**src/include/ssp_pkg.sv**
```systemverilog
// package: register map, field layout, reset values and state types of the serial slave port
package ssp_pkg;

   // ****************************************
   // register byte offsets
   // ****************************************
   localparam logic [7:0] OFS_MODE = 8'h00;
   localparam logic [7:0] OFS_STAT = 8'h04;
   localparam logic [7:0] OFS_DATA = 8'h08;
   localparam logic [7:0] OFS_ADDR = 8'h0c;
   localparam logic [7:0] OFS_TMO = 8'h10;
   localparam logic [7:0] OFS_PULL = 8'h14;

   // ****************************************
   // reset values
   // ****************************************
   localparam logic [7:0] RST_MODE = 8'he0;
   localparam logic [7:0] RST_STAT = 8'h81;
   localparam logic [7:0] RST_DATA = 8'h00;
   localparam logic [7:0] RST_ADDR = 8'h00;
   localparam logic [7:0] RST_TMO = 8'h00;
   localparam logic [1:0] RST_PULL = 2'h0;

   // ****************************************
   // field positions and codes
   // ****************************************
   localparam int M_SEL_HI = 7;
   localparam int M_SEL_LO = 5;
   localparam int M_UART = 4;
   localparam int M_DEB_HI = 3;
   localparam int M_DEB_LO = 2;
   localparam int M_EN = 1;
   localparam int M_ICF = 0;
   localparam logic [2:0] MODE_SPI_SLAVE = 3'h5;
   localparam logic [2:0] MODE_I2C_SLAVE = 3'h6;
   localparam logic [1:0] DEB_OFF = 2'h0;
   localparam logic [1:0] DEB_SHORT = 2'h1;
   localparam logic [2:0] DEB_SHORT_CYC = 3'h2;
   localparam logic [2:0] DEB_LONG_CYC = 3'h4;
   localparam int S_HCF = 7;
   localparam int S_HAAS = 6;
   localparam int S_HBB = 5;
   localparam int S_TRANSMIT_ACK_SETTING = 3;
   localparam int S_SRW = 2;
   localparam int S_RXAK = 0;
   localparam logic [7:0] STAT_SW_MASK = 8'h1a;
   localparam int P_CKPOLB = 5;
   localparam int P_CKEG = 4;
   localparam int P_MLS = 3;
   localparam int P_SELECT_PIN_ENABLE = 2;
   localparam int P_WRITE_COLLISION_FLAG = 1;
   localparam int P_TRF = 0;
   localparam logic [2:0] LAST_BIT = 3'h7;

   // ****************************************
   // pin groups and state
   // ****************************************
   typedef struct packed {logic sck; logic sdi; logic scs_n;} spi_in_t;
   typedef struct packed {logic scl; logic sda;} i2c_in_t;
   typedef struct packed {
      logic scl_out; logic scl_oe_n; logic sda_out; logic sda_oe_n;
   } i2c_out_t;
   typedef struct packed {logic scl; logic sda;} pullup_t;

   typedef enum logic [2:0] {
      I_IDLE = 3'b000, I_ADDR = 3'b001, I_ACKA = 3'b010, I_RX = 3'b011,
      I_ACKR = 3'b100, I_TX = 3'b101, I_MACK = 3'b110
   } i2c_st_t;

   typedef struct packed {
      logic [7:0] mode; logic [7:0] stat; logic [7:0] data; logic [7:0] addr;
      logic [7:0] tmo; logic [1:0] pull;
      logic pend; logic pwr; logic [7:0] paddr; logic hrdy; logic [7:0] rdata;
      logic [4:0] sync1; logic [4:0] sync2;
      logic sck_p; logic [7:0] sh; logic [2:0] scnt; logic sdo;
      logic sclf; logic [2:0] dcnt; logic sda_p; i2c_st_t ist; logic [2:0] icnt;
      logic ack_on; logic drv_n;
   } state_t;

   localparam state_t ST_RST = '{mode: RST_MODE, stat: RST_STAT, data: RST_DATA,
      addr: RST_ADDR, tmo: RST_TMO, pull: RST_PULL, pend: 1'b0, pwr: 1'b0,
      paddr: 8'h00, hrdy: 1'b1, rdata: 8'h00, sync1: 5'h07, sync2: 5'h07,
      sck_p: 1'b0, sh: 8'h00, scnt: 3'h0, sdo: 1'b1, sclf: 1'b1, dcnt: 3'h0,
      sda_p: 1'b1, ist: I_IDLE, icnt: 3'h0, ack_on: 1'b0, drv_n: 1'b1};

endpackage

```
**src/verilog/serial_slave_port.sv**
```systemverilog
// serial slave port: SPI slave and two-wire slave behind an AHB-Lite register slave
//
// The implementer's own choices: the AHB-Lite interface to the registers and the placing of the registers.
`timescale 1ns/1ps
module serial_slave_port
   import ssp_pkg::*;
(
   // clock and reset
   input wire logic hclk,
   input wire logic hresetn,
   // ahb-lite slave
   input wire logic hsel,
   input wire logic [31:0] haddr,
   input wire logic [1:0] htrans,
   input wire logic hwrite,
   input wire logic [2:0] hsize,
   input wire logic [31:0] hwdata,
   input wire logic hready,
   output logic hreadyout,
   output logic hresp,
   output logic [31:0] hrdata,
   // spi pins
   input wire spi_in_t spi_i,
   output logic spi_sdo,
   // two-wire pins
   input wire i2c_in_t i2c_i,
   output i2c_out_t i2c_o,
   // pad pull-ups
   output pullup_t pullup_o
);

   // ****************************************
   // state
   // ****************************************
   state_t st_q;
   state_t st_d;

   logic en;
   logic spi_on;
   logic i2c_on;
   logic [7:0] wd;
   logic [7:0] rd;
   logic sck;
   logic sdi;
   logic scs_n;
   logic sel_ok;
   logic cap;
   logic scl_raw;
   logic sda;
   logic [2:0] dlen;
   logic rise;
   logic fall;
   logic start;
   logic stop;
   logic [7:0] shin;
   logic bus_take;
   logic load_busy;

   // ****************************************
   // next state
   // ****************************************
   always_comb begin
      st_d = st_q;
      en = st_q.mode[M_EN] & ~st_q.mode[M_UART];
      spi_on = en & (st_q.mode[M_SEL_HI:M_SEL_LO] == MODE_SPI_SLAVE);
      i2c_on = en & (st_q.mode[M_SEL_HI:M_SEL_LO] == MODE_I2C_SLAVE);
      wd = hwdata[7:0];
      rd = 8'h00;
      sck = st_q.sync2[4];
      sdi = st_q.sync2[3];
      scs_n = st_q.sync2[2];
      scl_raw = st_q.sync2[1];
      sda = st_q.sync2[0];
      shin = 8'h00;
      bus_take = hsel & htrans[1] & hready;
      // a word is in flight once its first bit has been captured
      load_busy = spi_on & (st_q.scnt != 3'h0);

      // pins cross into hclk through two flops; every pin level must stand
      // for at least one hclk, and scl for dlen hclk with the filter on, or an edge of sck or scl is missed
      st_d.sync1 = {spi_i.sck, spi_i.sdi, spi_i.scs_n, i2c_i.scl, i2c_i.sda};
      st_d.sync2 = st_q.sync1;

      // bus: one wait state so read data leaves a flop
      // hrdata keeps the last read until the next one; writes leave it alone
      st_d.hrdy = 1'b1;
      if (st_q.pend) begin
         st_d.pend = 1'b0;
         unique case (st_q.paddr)
            OFS_MODE: rd = st_q.mode;
            OFS_STAT: rd = i2c_on ? st_q.stat : 8'h00;
            OFS_DATA: rd = st_q.data;
            OFS_ADDR: rd = st_q.addr;
            OFS_TMO: rd = i2c_on ? st_q.tmo : 8'h00;
            OFS_PULL: rd = {6'h00, st_q.pull};
            default: rd = 8'h00;
         endcase
         if (!st_q.pwr) begin
            st_d.rdata = rd;
         end else begin
            unique case (st_q.paddr)
               OFS_MODE: st_d.mode = wd;
               OFS_STAT: begin
                  if (i2c_on) begin
                     st_d.stat = (st_q.stat & ~STAT_SW_MASK) | (wd & STAT_SW_MASK);
                  end
               end
               OFS_DATA: begin
                  if (load_busy) begin
                     st_d.addr[P_WRITE_COLLISION_FLAG] = 1'b1;
                  end else begin
                     st_d.data = wd;
                     if (spi_on) begin
                        st_d.sh = wd;
                     end
                  end
               end
               OFS_ADDR: st_d.addr = wd;
               OFS_TMO: begin
                  if (i2c_on) begin
                     st_d.tmo = wd;
                  end
               end
               OFS_PULL: st_d.pull = wd[1:0];
               default: ;
            endcase
         end
      end else if (bus_take) begin
         st_d.pend = 1'b1;
         st_d.pwr = hwrite;
         st_d.paddr = haddr[7:0];
         st_d.hrdy = 1'b0;
      end

      // ****************************************
      // spi slave
      // ****************************************
      // hardware sets come after the bus write so a set beats a clear
      sel_ok = ~st_q.addr[P_SELECT_PIN_ENABLE] | ~scs_n;
      st_d.sck_p = sck;
      cap = (st_q.addr[P_CKPOLB] ^ st_q.addr[P_CKEG]) ? (~sck & st_q.sck_p)
                                                      : (sck & ~st_q.sck_p);
      if (spi_on) begin
         // select lifted mid-word: the partial word is dropped and flagged
         if (!sel_ok) begin
            if (st_q.scnt != 3'h0) begin
               st_d.mode[M_ICF] = 1'b1;
            end
            st_d.scnt = 3'h0;
         end else if (cap) begin
            // a load that lands with the first capture is the word that shifts
            shin = st_q.addr[P_MLS] ? {st_d.sh[6:0], sdi} : {sdi, st_d.sh[7:1]};
            st_d.sh = shin;
            st_d.scnt = st_q.scnt + 3'h1;
            if (st_q.scnt == LAST_BIT) begin
               st_d.data = shin;
               st_d.addr[P_TRF] = 1'b1;
            end
         end
         st_d.sdo = st_q.addr[P_MLS] ? st_d.sh[7] : st_d.sh[0];
      end else begin
         st_d.scnt = 3'h0;
         st_d.sdo = 1'b1;
      end

      // ****************************************
      // two-wire clock filter
      // ****************************************
      unique case (st_q.mode[M_DEB_HI:M_DEB_LO])
         DEB_OFF: dlen = 3'h0;
         DEB_SHORT: dlen = DEB_SHORT_CYC;
         default: dlen = DEB_LONG_CYC;
      endcase
      // a clock level must persist dlen cycles before it is believed
      // a glitch shorter than that restarts the count and never reaches sclf
      if (scl_raw == st_q.sclf) begin
         st_d.dcnt = 3'h0;
      end else if (st_q.dcnt + 3'h1 >= dlen) begin
         st_d.sclf = scl_raw;
         st_d.dcnt = 3'h0;
      end else begin
         st_d.dcnt = st_q.dcnt + 3'h1;
      end
      rise = st_d.sclf & ~st_q.sclf;
      fall = ~st_d.sclf & st_q.sclf;
      st_d.sda_p = sda;
      start = st_q.sclf & st_d.sclf & st_q.sda_p & ~sda;
      stop = st_q.sclf & st_d.sclf & ~st_q.sda_p & sda;
      shin = {st_q.sh[6:0], sda};

      // ****************************************
      // two-wire protocol
      // ****************************************
      if (!i2c_on) begin
         // hardware flags rest at power-on values while the mode is off, so
         // a fresh enable never shows a stale match or busy state
         st_d.stat = (st_q.stat & STAT_SW_MASK) | (RST_STAT & ~STAT_SW_MASK);
         st_d.icnt = 3'h0;
         st_d.ist = I_IDLE;
         st_d.drv_n = 1'b1;
         st_d.ack_on = 1'b0;
      end else if (start) begin
         st_d.ist = I_ADDR;
         st_d.icnt = 3'h0;
         st_d.stat[S_HBB] = 1'b1;
         st_d.stat[S_HAAS] = 1'b0;
         st_d.drv_n = 1'b1;
         st_d.ack_on = 1'b0;
      end else if (stop) begin
         st_d.ist = I_IDLE;
         st_d.stat[S_HBB] = 1'b0;
         st_d.stat[S_HAAS] = 1'b0;
         st_d.drv_n = 1'b1;
         st_d.ack_on = 1'b0;
      end else if (rise) begin
         unique case (st_q.ist)
            I_ADDR, I_RX: begin
               st_d.sh = shin;
               st_d.icnt = st_q.icnt + 3'h1;
               if (st_q.icnt == 3'h0) begin
                  st_d.stat[S_HCF] = 1'b0;
               end
               if (st_q.icnt == LAST_BIT) begin
                  st_d.stat[S_HCF] = 1'b1;
                  if (st_q.ist == I_RX) begin
                     st_d.data = shin;
                     st_d.ist = I_ACKR;
                  end else if (st_q.sh[6:0] == st_q.addr[7:1]) begin
                     st_d.stat[S_HAAS] = 1'b1;
                     // the eighth bit of the address byte is the direction
                     st_d.stat[S_SRW] = sda;
                     st_d.ist = I_ACKA;
                  end else begin
                     st_d.ist = I_IDLE;
                  end
               end
            end
            I_TX: begin
               if (st_q.icnt == 3'h0) begin
                  st_d.stat[S_HCF] = 1'b0;
               end
               st_d.sh = {st_q.sh[6:0], 1'b0};
               st_d.icnt = st_q.icnt + 3'h1;
               if (st_q.icnt == LAST_BIT) begin
                  st_d.stat[S_HCF] = 1'b1;
                  st_d.ist = I_MACK;
               end
            end
            I_MACK: begin
               // master's nack ends sending; the line is left for its stop
               st_d.stat[S_RXAK] = sda;
               st_d.icnt = 3'h0;
               st_d.sh = st_q.data;
               st_d.ist = sda ? I_IDLE : I_TX;
            end
            default: ;
         endcase
      end else if (fall) begin
         unique case (st_q.ist)
            I_ACKA, I_ACKR: begin
               // first fall after the eighth bit starts the acknowledge, the next ends it
               if (!st_q.ack_on) begin
                  st_d.ack_on = 1'b1;
                  st_d.drv_n = (st_q.ist == I_ACKA) ? 1'b0 : st_q.stat[S_TRANSMIT_ACK_SETTING];
               end else begin
                  st_d.ack_on = 1'b0;
                  st_d.icnt = 3'h0;
                  if (st_q.ist == I_ACKA && st_q.stat[S_SRW]) begin
                     st_d.ist = I_TX;
                     st_d.sh = st_q.data;
                     st_d.drv_n = st_q.data[7];
                  end else begin
                     st_d.ist = I_RX;
                     st_d.drv_n = 1'b1;
                  end
               end
            end
            // next bit goes out while scl is low
            I_TX: st_d.drv_n = st_q.sh[7];
            I_MACK: st_d.drv_n = 1'b1;
            default: ;
         endcase
      end
   end

   // ****************************************
   // registers
   // ****************************************
   always_ff @(posedge hclk or negedge hresetn) begin
      if (!hresetn) begin
         st_q <= ST_RST;
      end else begin
         st_q <= st_d;
      end
   end

   // ****************************************
   // outputs
   // ****************************************
   assign hreadyout = st_q.hrdy;
   assign hresp = 1'b0;
   assign hrdata = {24'h000000, st_q.rdata};
   assign spi_sdo = st_q.sdo;
   // both lines only ever pull low; the clock is never driven, so the slave
   // cannot stretch scl and software must keep pace with the master
   assign i2c_o = '{
      scl_out: 1'b0,
      scl_oe_n: 1'b1,
      sda_out: 1'b0,
      sda_oe_n: st_q.drv_n
   };
   assign pullup_o = '{scl: st_q.pull[1], sda: st_q.pull[0]};

endmodule // serial_slave_port

```
**config.mk**
```make
export PLATFORM = sky130hd
export DESIGN_NAME = serial_slave_port
export DESIGN_NICKNAME = d
export VERILOG_FILES = /design/src/include/ssp_pkg.sv /design/src/verilog/serial_slave_port.sv
export SDC_FILE = /design/constraint.sdc
export NUM_CORES = 1
export LEC_CHECK = 0
export ABC_CLOCK_PERIOD_IN_PS = 4800
export BUFFER_PORTS_ARGS = -buffer_cell sky130_fd_sc_hd__buf_4
export CAP_MARGIN = 0
export CORE_ASPECT_RATIO = 1.75
export CORE_MARGIN = 4
export CORE_UTILIZATION = 61
export CTS_BUF_LIST = sky130_fd_sc_hd__clkbuf_8
export CTS_CLUSTER_DIAMETER = 200
export DETAILED_ROUTE_END_ITERATION = 8
export MAX_ROUTING_LAYER = met4
export PLACE_DENSITY = 0.85
export SLEW_MARGIN = 10
export SYNTH_ARGS = -nofsm -noshare
export SYNTH_HDL_FRONTEND = slang
export SYNTH_SLANG_ARGS = --single-unit
export TNS_END_PERCENT = 5
```
**constraint.sdc**
```tcl
create_clock -name hclk -period 4.8 [get_ports hclk]
set_input_delay 1.2 -clock hclk [delete_from_list [all_inputs] [get_ports hclk]]
set_output_delay 1.2 -clock hclk [all_outputs]
set_load 0.02 [all_outputs]
```
* Yosys cells after proc, flatten, opt, wreduce, memory -nomap -nowiden
Index checks and enable logic that the tools add are counted.
** Word-level totals
- Flip-flop bits (word level) :: 97
- Output and inout port bits :: 41
- Input bits :: 79
** Operators by class
- Muxes and demuxes :: 110
- Order comparisons :: 1
- Add/subtract/negate cells :: 3
- Reductions and logical operators :: 21
- Bitwise operators :: 29
- Equality and inequality tests :: 38
** Operator list (count)
- $mux W8 :: 35
- $mux W35 :: 2
- $pmux W8 S6 :: 1
- $mux W1 :: 37
- $mux W3 :: 11
- $mux W9 :: 3
- $pmux W8 S3 :: 1
- $mux W11 :: 2
- $eq A3 B3 Y1 const B :: 7
- $ne A4 B1 Y1 const B :: 5
- $mux W6 :: 3
- $pmux W6 S3 :: 1
- $reduce_and A3 Y1 :: 6
- $eq A8 B4 Y1 const B :: 2
- $eq A8 B5 Y1 const B :: 2
- $mux W2 :: 8
- $ne A4 B2 Y1 const B :: 4
- $and A1 B1 Y1 :: 15
- $ne A6 B6 Y1 const B :: 2
- $reduce_and A4 Y1 :: 3
- $not A1 Y1 :: 11
- $ne A5 B1 Y1 const B :: 2
- $add A3 B1 Y3 const B :: 3
- $eq A8 B3 Y1 const B :: 1
- other kinds (31) :: 35

* Depth between registers and ports, before layout
Gate-level depths: netlist of the first run.
- Word-level depth :: 20
- Gate-level depth with buffers :: 11

* Worst setup path after synthesis of the first run
Ideal clock, no wire load.
- Path type :: register to register
- Start :: reg st_q[9] in the netlist's numbering
- End :: reg st_q[73] in the netlist's numbering
- Arrival :: 2.600 ns
- Cell stages (with the launch flop) :: 11
- Required time :: 4.674 ns
- Path buffers :: 2
- Slack :: 2.074 ns
- Path through :: dfrtp_1 > ha_1 > inv_1 > ha_1 > nand2_1 > a311o_1 > or4_4 > buf_6 > and2_4 > buf_6 > a221o_1
** RTL lines
- from (decl) :: RTL line serial_slave_port.sv:35 : state_t st_q;
- from (signal assigned) :: RTL line serial_slave_port.sv:293 : st_q <= st_d;

==> results of run 1 <==
-- cells in the final DEF, fill, tap and decap left out, types with 4 or more instances in the layout --
master,instances
a2bb2oi_1,7
nand3_1,9
inv_1,11
nor2b_1,8
mux2i_1,32
a221oi_1,8
o221a_2,4
a21oi_1,8
mux2_2,32
o2bb2ai_1,7
o21ai_0,25
clkbuf_8,9
a22oi_1,7
nor4_1,7
mux4_2,7
nand2_1,65
conb_1,28
nor3_1,8
nor2_1,31
dfstp_2,16
dfrtp_1,81
nand2b_1,8
buf_4,43
xor2_1,9
ha_1,9
xnor2_1,5
-- kinds of logic after synthesis --
| family | after synthesis | synth area share (%) |
|---|---|---|
| AO/OA/AOI/OAI | 97 | 13.1 |
| adder cells (fa/ha/maj) | 9 | 2.04 |
| other | 2 | 0.136 |
| XOR/XNOR | 14 | 2.22 |
| multiplexers | 71 | 15.2 |
| AND/OR/NAND/NOR | 164 | 14.8 |
| buffers and inverters | 74 | 8.13 |
| flip-flops | 97 | 44.4 |
-- layer usage --
layer	track usage [%]	vias up	share of wire (%)
met4	20.0	0	6.8
met3	2.57	62	5.6
met5	-	-	0
met2	43.1	210	51
met1	32.5	2046	36
li1	-	1876	-
-- path summary, 6_finish.rpt --
path / end / startpoint / slack [ps]
max: spi_sdo / st_q[48] / 1560
max in group asynchronous: st_q[96] / hresetn / 2890
min reg2reg: scs_n / st_d[28] / 360
min: scs_n / st_d[28] / 360
max reg2reg: spi_sdo / st_q[48] / 1560
min in group asynchronous: st_q[1] / hresetn / 930
-- worst max-delay path, delay by kind of cell, from the launching register on --
family / cells / cell delay [ps]
AOI/OAI and AO/OA: 2 / 340
DFF: 1 / 820
muxes: 1 / 640
and+or+nand+nor: 2 / 1340
-- cells in the mapped netlist, drive strengths merged (8+ instances only) --
cell type / n
a21oi: 9
a221oi: 8
buf: 48
clkbuf: 15
dfrtp: 81
dfstp: 16
ha: 9
inv: 11
mux2: 32
mux2i: 32
nand2: 65
nand2b: 9
nand3: 9
nor2: 31
nor2b: 8
nor3: 10
o21ai: 25
xor2: 9
-- flip-flops by register name, summed over array words and instances, names as in the netlist --
register and cells:
st_q 67, shin 7, hrdata 8, scl_raw 1, sck 1, sda 1
pullup_o 2, spi_sdo 1, scs_n 1, i2c_o 1, st_d 5, hreadyout 1
sdi 1
-- power by group --
part / internal, mW / switching [mW]
sequential: 0.884 / 0.0970
combinational: 0.135 / 0.186
clock: 0.245 / 0.303
total: 1.26 / 0.585
-- area by class of cell --
| cell class | count | area, µm² | share of cell area (%) |
|---|---|---|---|
| Sequential cell | 97 | 2450 | 41.7 |
| Multi-Input combinational cell | 383 | 2720 | 46.2 |
| Tap cell | 117 | 146 | 2.49 |
| Inverter | 11 | 41.3 | 0.703 |
| Clock buffer | 9 | 124 | 2.11 |
| Timing Repair Buffer | 43 | 323 | 5.50 |
| Clock inverter | 7 | 76.3 | 1.30 |
==> flow_metrics.py, run 1 <==
metrics = {
    "outcome": {
        "status": "complete, no violations",
    },
    "sta": {
        "rsz0062_at_grt": "no",
        "period_needed_ps": 3240,
        "fmax_mhz": 309,
        "fin_ws_ps": 1560,
        "maxSlewViolCount": 0,
        "setup_viol": 0,
        "finalHoldViolations": 0,
        "skew_ps": 13.3,
        "whs_ps": 360,
        "timing.slew.headroom_pct": 35.6,
        "min_period_over_period_pct": 67.5,
        "tns_ps": 0,
        "tightestPinTransition_ps": 966,
    },
    "power_and_ir_drop": {
        "p_total_mw": 1.85,
        "p_leak_nw": 2.55,
        "power_density_mw_per_mm2": 315,
        "ir_worst_vdd_mv": 0.293,
    },
    "route": {
        "avgRoutedWirePerCell_um": 20.3,
        "wl_um": 13500,
        "drcViolationCount": 0,
        "firstDrtPassIters": 5,
        "ant_nets": 0,
        "via_count": 4194,
        "vias_per_cell": 6.29,
        "drt-initial-drc-count": 321,
    },
    "run": {
        "cap_viol_max_count": 0,
    },
    "placement": {
        "gp_congestion": 0.982,
        "placed_cells": 651,
        "place_ws_ps": 1580,
        "dpl_cell_area_mm2": 0.00567,
        "port_buffers": 39,
        "hpwlAfterDp_um": 9690,
    },
    "critical_path": {
        "required_ps": 5090,
        "crit_type": "reg -> reg",
        "cp_max_fo": 19,
        "critPathCaptureType": "flop",
        "r2r_cells": 5,
        "cpMaxStageDelayCell": "or4b_1",
        "critPathLaunchType": "flop",
        "worstPathCellList": "nand3_1 > or4b_1 > mux4_2 > a211oi_1 > a21oi_1",
        "slowest_delay_ps": 1020,
        "crit_arrival_ps": 3530,
    },
    "global_route": {
        "grt_overflow_total": 0,
        "grt_max_degree": 76,
        "grt_pass1_vias": 4157,
        "grtUsageTotal_pct": 27.5,
        "grt_pass1_wl_um": 21700,
        "antenna_found_initial": 0,
    },
    "clock_network": {
        "cts_setup_buffers": 0,
        "clk_pin_slew_ps": 100,
        "cts_resized": 0,
        "clock-sinks": 97,
        "cts.path.max_buffers": 2,
        "clock-root-buffer": "clkbuf_8",
        "htree_levels": 3,
        "numCtsBuffers": 9,
        "clk_latency_ps": 380,
        "cts_tree": "done",
        "ctsHoldBuffers": 0,
    },
    "logic_synthesis": {
        "syn_inst": 528,
        "avgSynthCellArea_um2": 10.4,
        "yosysUniqueCellTypes": 67,
        "synth_enable_flop_cells": 0,
        "synthArstFlopShare_pct": 100,
        "synth_area_leaders": "dfrtp_1 (37%), dfstp_2 (7.6%), mux2_2 (6.5%)",
        "synth_seq_area_share_pct": 44.4,
        "ys_ff_latch": 97,
        "synth_ff_type": "dfrtp_1",
        "synth.top_cell.area_share_pct": 36.8,
        "netlist_area_mm2": 0.00551,
        "synth.largest_area_cell": "dfrtp_1",
        "synth_warnings": 0,
    },
    "floorplanning": {
        "start_util_pct": 63.2,
        "io_pins": 120,
        "core_mm2": 0.00873,
        "die_y_um": 134,
        "die_area_mm2": 0.0107,
        "die_w_um": 79.9,
        "rows": 45,
    },
    "finish": {
        "area_growth_pct": 6.54,
        "final.fill_count": 670,
        "finalNonFillerCells": 667,
        "final_nets": 633,
        "final_area_mm2": 0.00587,
        "n_antenna_cell": 0,
        "layout-drive-gt1-share_pct": 23.3,
        "post-route-util_pct": 67.3,
    },
    "worst_hold_path": {
        "min_path_cells": 0,
        "hold_path_class": "reg -> reg",
    },
}
No activity file was read; power rests on OpenSTA's default activity.
==> run 2: changes to the inputs <==
--- a/config.mk
+++ b/config.mk
@@ -5,17 +5,18 @@
 export SDC_FILE = /design/constraint.sdc
 export NUM_CORES = 1
 export LEC_CHECK = 0
-export ABC_CLOCK_PERIOD_IN_PS = 4800
+export ABC_AREA = 1
+export ABC_CLOCK_PERIOD_IN_PS = 2800
 export BUFFER_PORTS_ARGS = -buffer_cell sky130_fd_sc_hd__buf_4
 export CAP_MARGIN = 0
 export CORE_ASPECT_RATIO = 1.75
 export CORE_MARGIN = 4
-export CORE_UTILIZATION = 61
+export CORE_UTILIZATION = 51
 export CTS_BUF_LIST = sky130_fd_sc_hd__clkbuf_8
 export CTS_CLUSTER_DIAMETER = 200
 export DETAILED_ROUTE_END_ITERATION = 8
 export MAX_ROUTING_LAYER = met4
-export PLACE_DENSITY = 0.85
+export PLACE_DENSITY = 0.76
 export SLEW_MARGIN = 10
 export SYNTH_ARGS = -nofsm -noshare
 export SYNTH_HDL_FRONTEND = slang
==> constraint.sdc (replaced) <==
create_clock -name hclk -period 2.8 [get_ports hclk]
set_input_delay 0.7 -clock hclk [delete_from_list [all_inputs] [get_ports hclk]]
set_output_delay 0.7 -clock hclk [all_outputs]
set_load 0.02 [all_outputs]
==> flow_metrics.py, run 2 <==
metrics = {
    "clock_network": {
        "numCtsBuffers": 9,
        "cts_setup_buffers": 0,
        "cts_tree": "done",
        "clock-root-buffer": "clkbuf_8",
        "htree_levels": 3,
        "clk_latency_ps": 380,
        "clk_pin_slew_ps": 110,
        "clock-sinks": 97,
        "ctsHoldBuffers": 0,
        "cts_resized": 0,
        "cts.path.max_buffers": 2,
    },
    "logic_synthesis": {
        "synth.top_cell.area_share_pct": 37.0,
        "synthArstFlopShare_pct": 100,
        "synth.largest_area_cell": "dfrtp_1",
        "synth_area_leaders": "dfrtp_1 (37%), nand2_1 (14%), dfstp_2 (7.7%)",
        "synth_enable_flop_cells": 0,
        "netlist_area_mm2": 0.00548,
        "yosysUniqueCellTypes": 41,
        "avgSynthCellArea_um2": 7.76,
        "syn_inst": 706,
        "synth_warnings": 0,
        "ys_ff_latch": 97,
        "synthTopCellsByCount": "nand2_1 (209), dfrtp_1 (81), inv_1 (68), nor2_1 (46), o21ai_0 (46)",
        "yosysMostFrequentCell": "nand2_1",
        "synth_ff_type": "dfrtp_1",
        "synth_seq_area_share_pct": 44.7,
    },
    "sta": {
        "tightestPinTransition_ps": 650,
        "setup_viol": 0,
        "fin_ws_ps": 207,
        "skew_ps": 11.9,
        "rsz0062_at_grt": "no",
        "whs_ps": 301,
        "min_period_over_period_pct": 92.6,
        "tns_ps": 0,
        "period_needed_ps": 2590,
        "timing.slew.headroom_pct": 56.6,
        "maxSlewViolCount": 0,
        "fmax_mhz": 386,
        "finalHoldViolations": 0,
    },
    "finish": {
        "largest_register_ffs": 67,
        "final.fill_count": 970,
        "final_common_cell": "nand2_1",
        "final_nets": 826,
        "n_antenna_cell": 0,
        "multi_input_area_mm2": 0.00251,
        "layout-drive-gt1-share_pct": 15.7,
        "area_growth_pct": 8.95,
        "final_cell_mix": "nand2_1 (209), dfrtp_1 (81), inv_1 (68), buf_4 (47), o21ai_0 (46)",
        "regArea_mm2": 0.00245,
        "final_area_mm2": 0.00597,
        "largest-register": "st_q",
    },
    "power_and_ir_drop": {
        "ir_worst_vdd_mv": 0.313,
        "power_density_mw_per_mm2": 548,
        "p_total_mw": 3.27,
        "p_seq_share_pct": 50.2,
        "clockPowerShare_pct": 27.6,
        "p_sw_share_pct": 34.1,
        "power.switching_mw": 1.12,
        "p_int_mw": 2.15,
        "p_leak_nw": 3.01,
        "comb_power_share_pct": 22.2,
    },
    "route": {
        "avgRoutedWirePerCell_um": 16.2,
        "drcViolationCount": 0,
        "wl_um": 14100,
        "vias_per_cell": 5.50,
        "ant_nets": 0,
        "firstDrtPassIters": 5,
        "via_count": 4785,
        "drt-initial-drc-count": 422,
    },
    "global_route": {
        "grt_pass1_vias": 4666,
        "antenna_found_initial": 0,
        "grt_max_degree": 58,
        "grt_overflow_total": 0,
        "grtUsageTotal_pct": 23.8,
        "grt_pass1_wl_um": 22800,
    },
    "placement": {
        "hpwlAfterDp_um": 10900,
        "place_ws_ps": 89.7,
        "port_buffers": 39,
        "gp_congestion": 0.957,
        "dpl_cell_area_mm2": 0.00575,
    },
    "worst_hold_path": {
        "hold_path_class": "in -> async",
    },
    "run": {
        "cap_viol_max_count": 0,
    },
    "critical_path": {
        "crit_family": "simple AND/OR/NAND/NOR gates",
        "critPathCaptureType": "flop",
        "required_ps": 3100,
        "critPathBufInv": 2,
        "crit_type": "reg -> reg",
        "critPathLaunchType": "flop",
        "cpMaxStageDelayCell": "dfrtp_1",
        "cp_max_fo": 7,
        "slowest_delay_ps": 420,
        "worstPathCellList": "ha_1 > xnor2_1 > inv_1 > ha_1 > nand3_1 > nand3_2 > nand2_1 > nor2_2 > nand2_1 > buf_4 > nand3_1 > o21ai_1 > a21oi_1 > a21oi_1",
        "crit_arrival_ps": 2890,
    },
    "floorplanning": {
        "die_y_um": 145,
        "die_w_um": 86.4,
        "io_pins": 120,
        "rows": 49,
        "core_mm2": 0.0104,
        "die_area_mm2": 0.0125,
        "start_util_pct": 52.6,
    },
    "outcome": {
        "status": "complete, no violations",
    },
}
-- run 2: kinds of logic (layout without fill, tap and decap cells) --
family / Yosys count / count (layout) / share of synthesized area, %
buffers and inverters: 129 / 140 / 11.8
xor gates and xnor gates: 7 / 7 / 1.12
and+or+nand+nor: 319 / 319 / 24.8
AOI/OAI and AO/OA: 143 / 143 / 15.4
adders and majority gates: 9 / 9 / 2.05
DFF: 97 / 97 / 44.7
other: 2 / 28 / 0.137
-- run 2: per-layer routing --
| metal | GRT usage, % | part of all wire [%] | wire, µm |
|---|---|---|---|
| met2 | 39.4 | 51 | 7160 |
| met3 | 3.12 | 4.9 | 685 |
| met4 | 15.7 | 7.0 | 981 |
| met1 | 26.1 | 37 | 5280 |
| met5 | - | 0 | 0 |
-- run 2: area by class of cell --
type                    instances  area share, %
inverters                      76           4.82
clock inverters                 6           1.01
flip-flops and latches         97           41.0
well taps                     127           2.66
multi-input cells             506           42.0
repair buffers                 48           6.24
clock buffers                  10           2.31
-- run 2: through the flow --
stage,utilization (%),cells
after floorplan,-,732
after global placement,55.1,854
after detailed placement,55.1,854
after CTS,57.0,870
after global routing,57.3,870
final,57.3,870
-- run 2: path summary, 6_finish.rpt --
path	from	end	slack, ps	cells after the start
worst max-delay path	st_q[9]	st_q[2]	210	14
worst min-delay path	hresetn	st_q[10]	300	1
worst max register to register	st_q[9]	st_q[2]	210	14
worst min register to register	st_d[29]	sdi	360	0
max in group asynchronous	hresetn	spi_sdo	1740	2
min in group hclk	st_d[29]	sdi	360	0
-- run 2: power by group through the flow --
stage	Combinational [mW]	Clock [mW]	Sequential (mW)
final	0.726	0.901	1.64
after global routing	0.813	0.983	1.66
after CTS	0.716	0.915	1.64
after detailed placement	0.712	0	1.67
after global placement	0.688	0	1.66
after floorplan	0.555	0	1.64
-- run 2: worst register-to-register path, delay by kind of cell (launching register included) --
kind	cells	cell delay (ps)
flip-flops	1	420
AO/OA/AOI/OAI	3	520
AND/OR/NAND/NOR	6	670
XOR/XNOR	1	200
buffers and inverters	2	200
adder cells (fa/ha/maj)	2	510
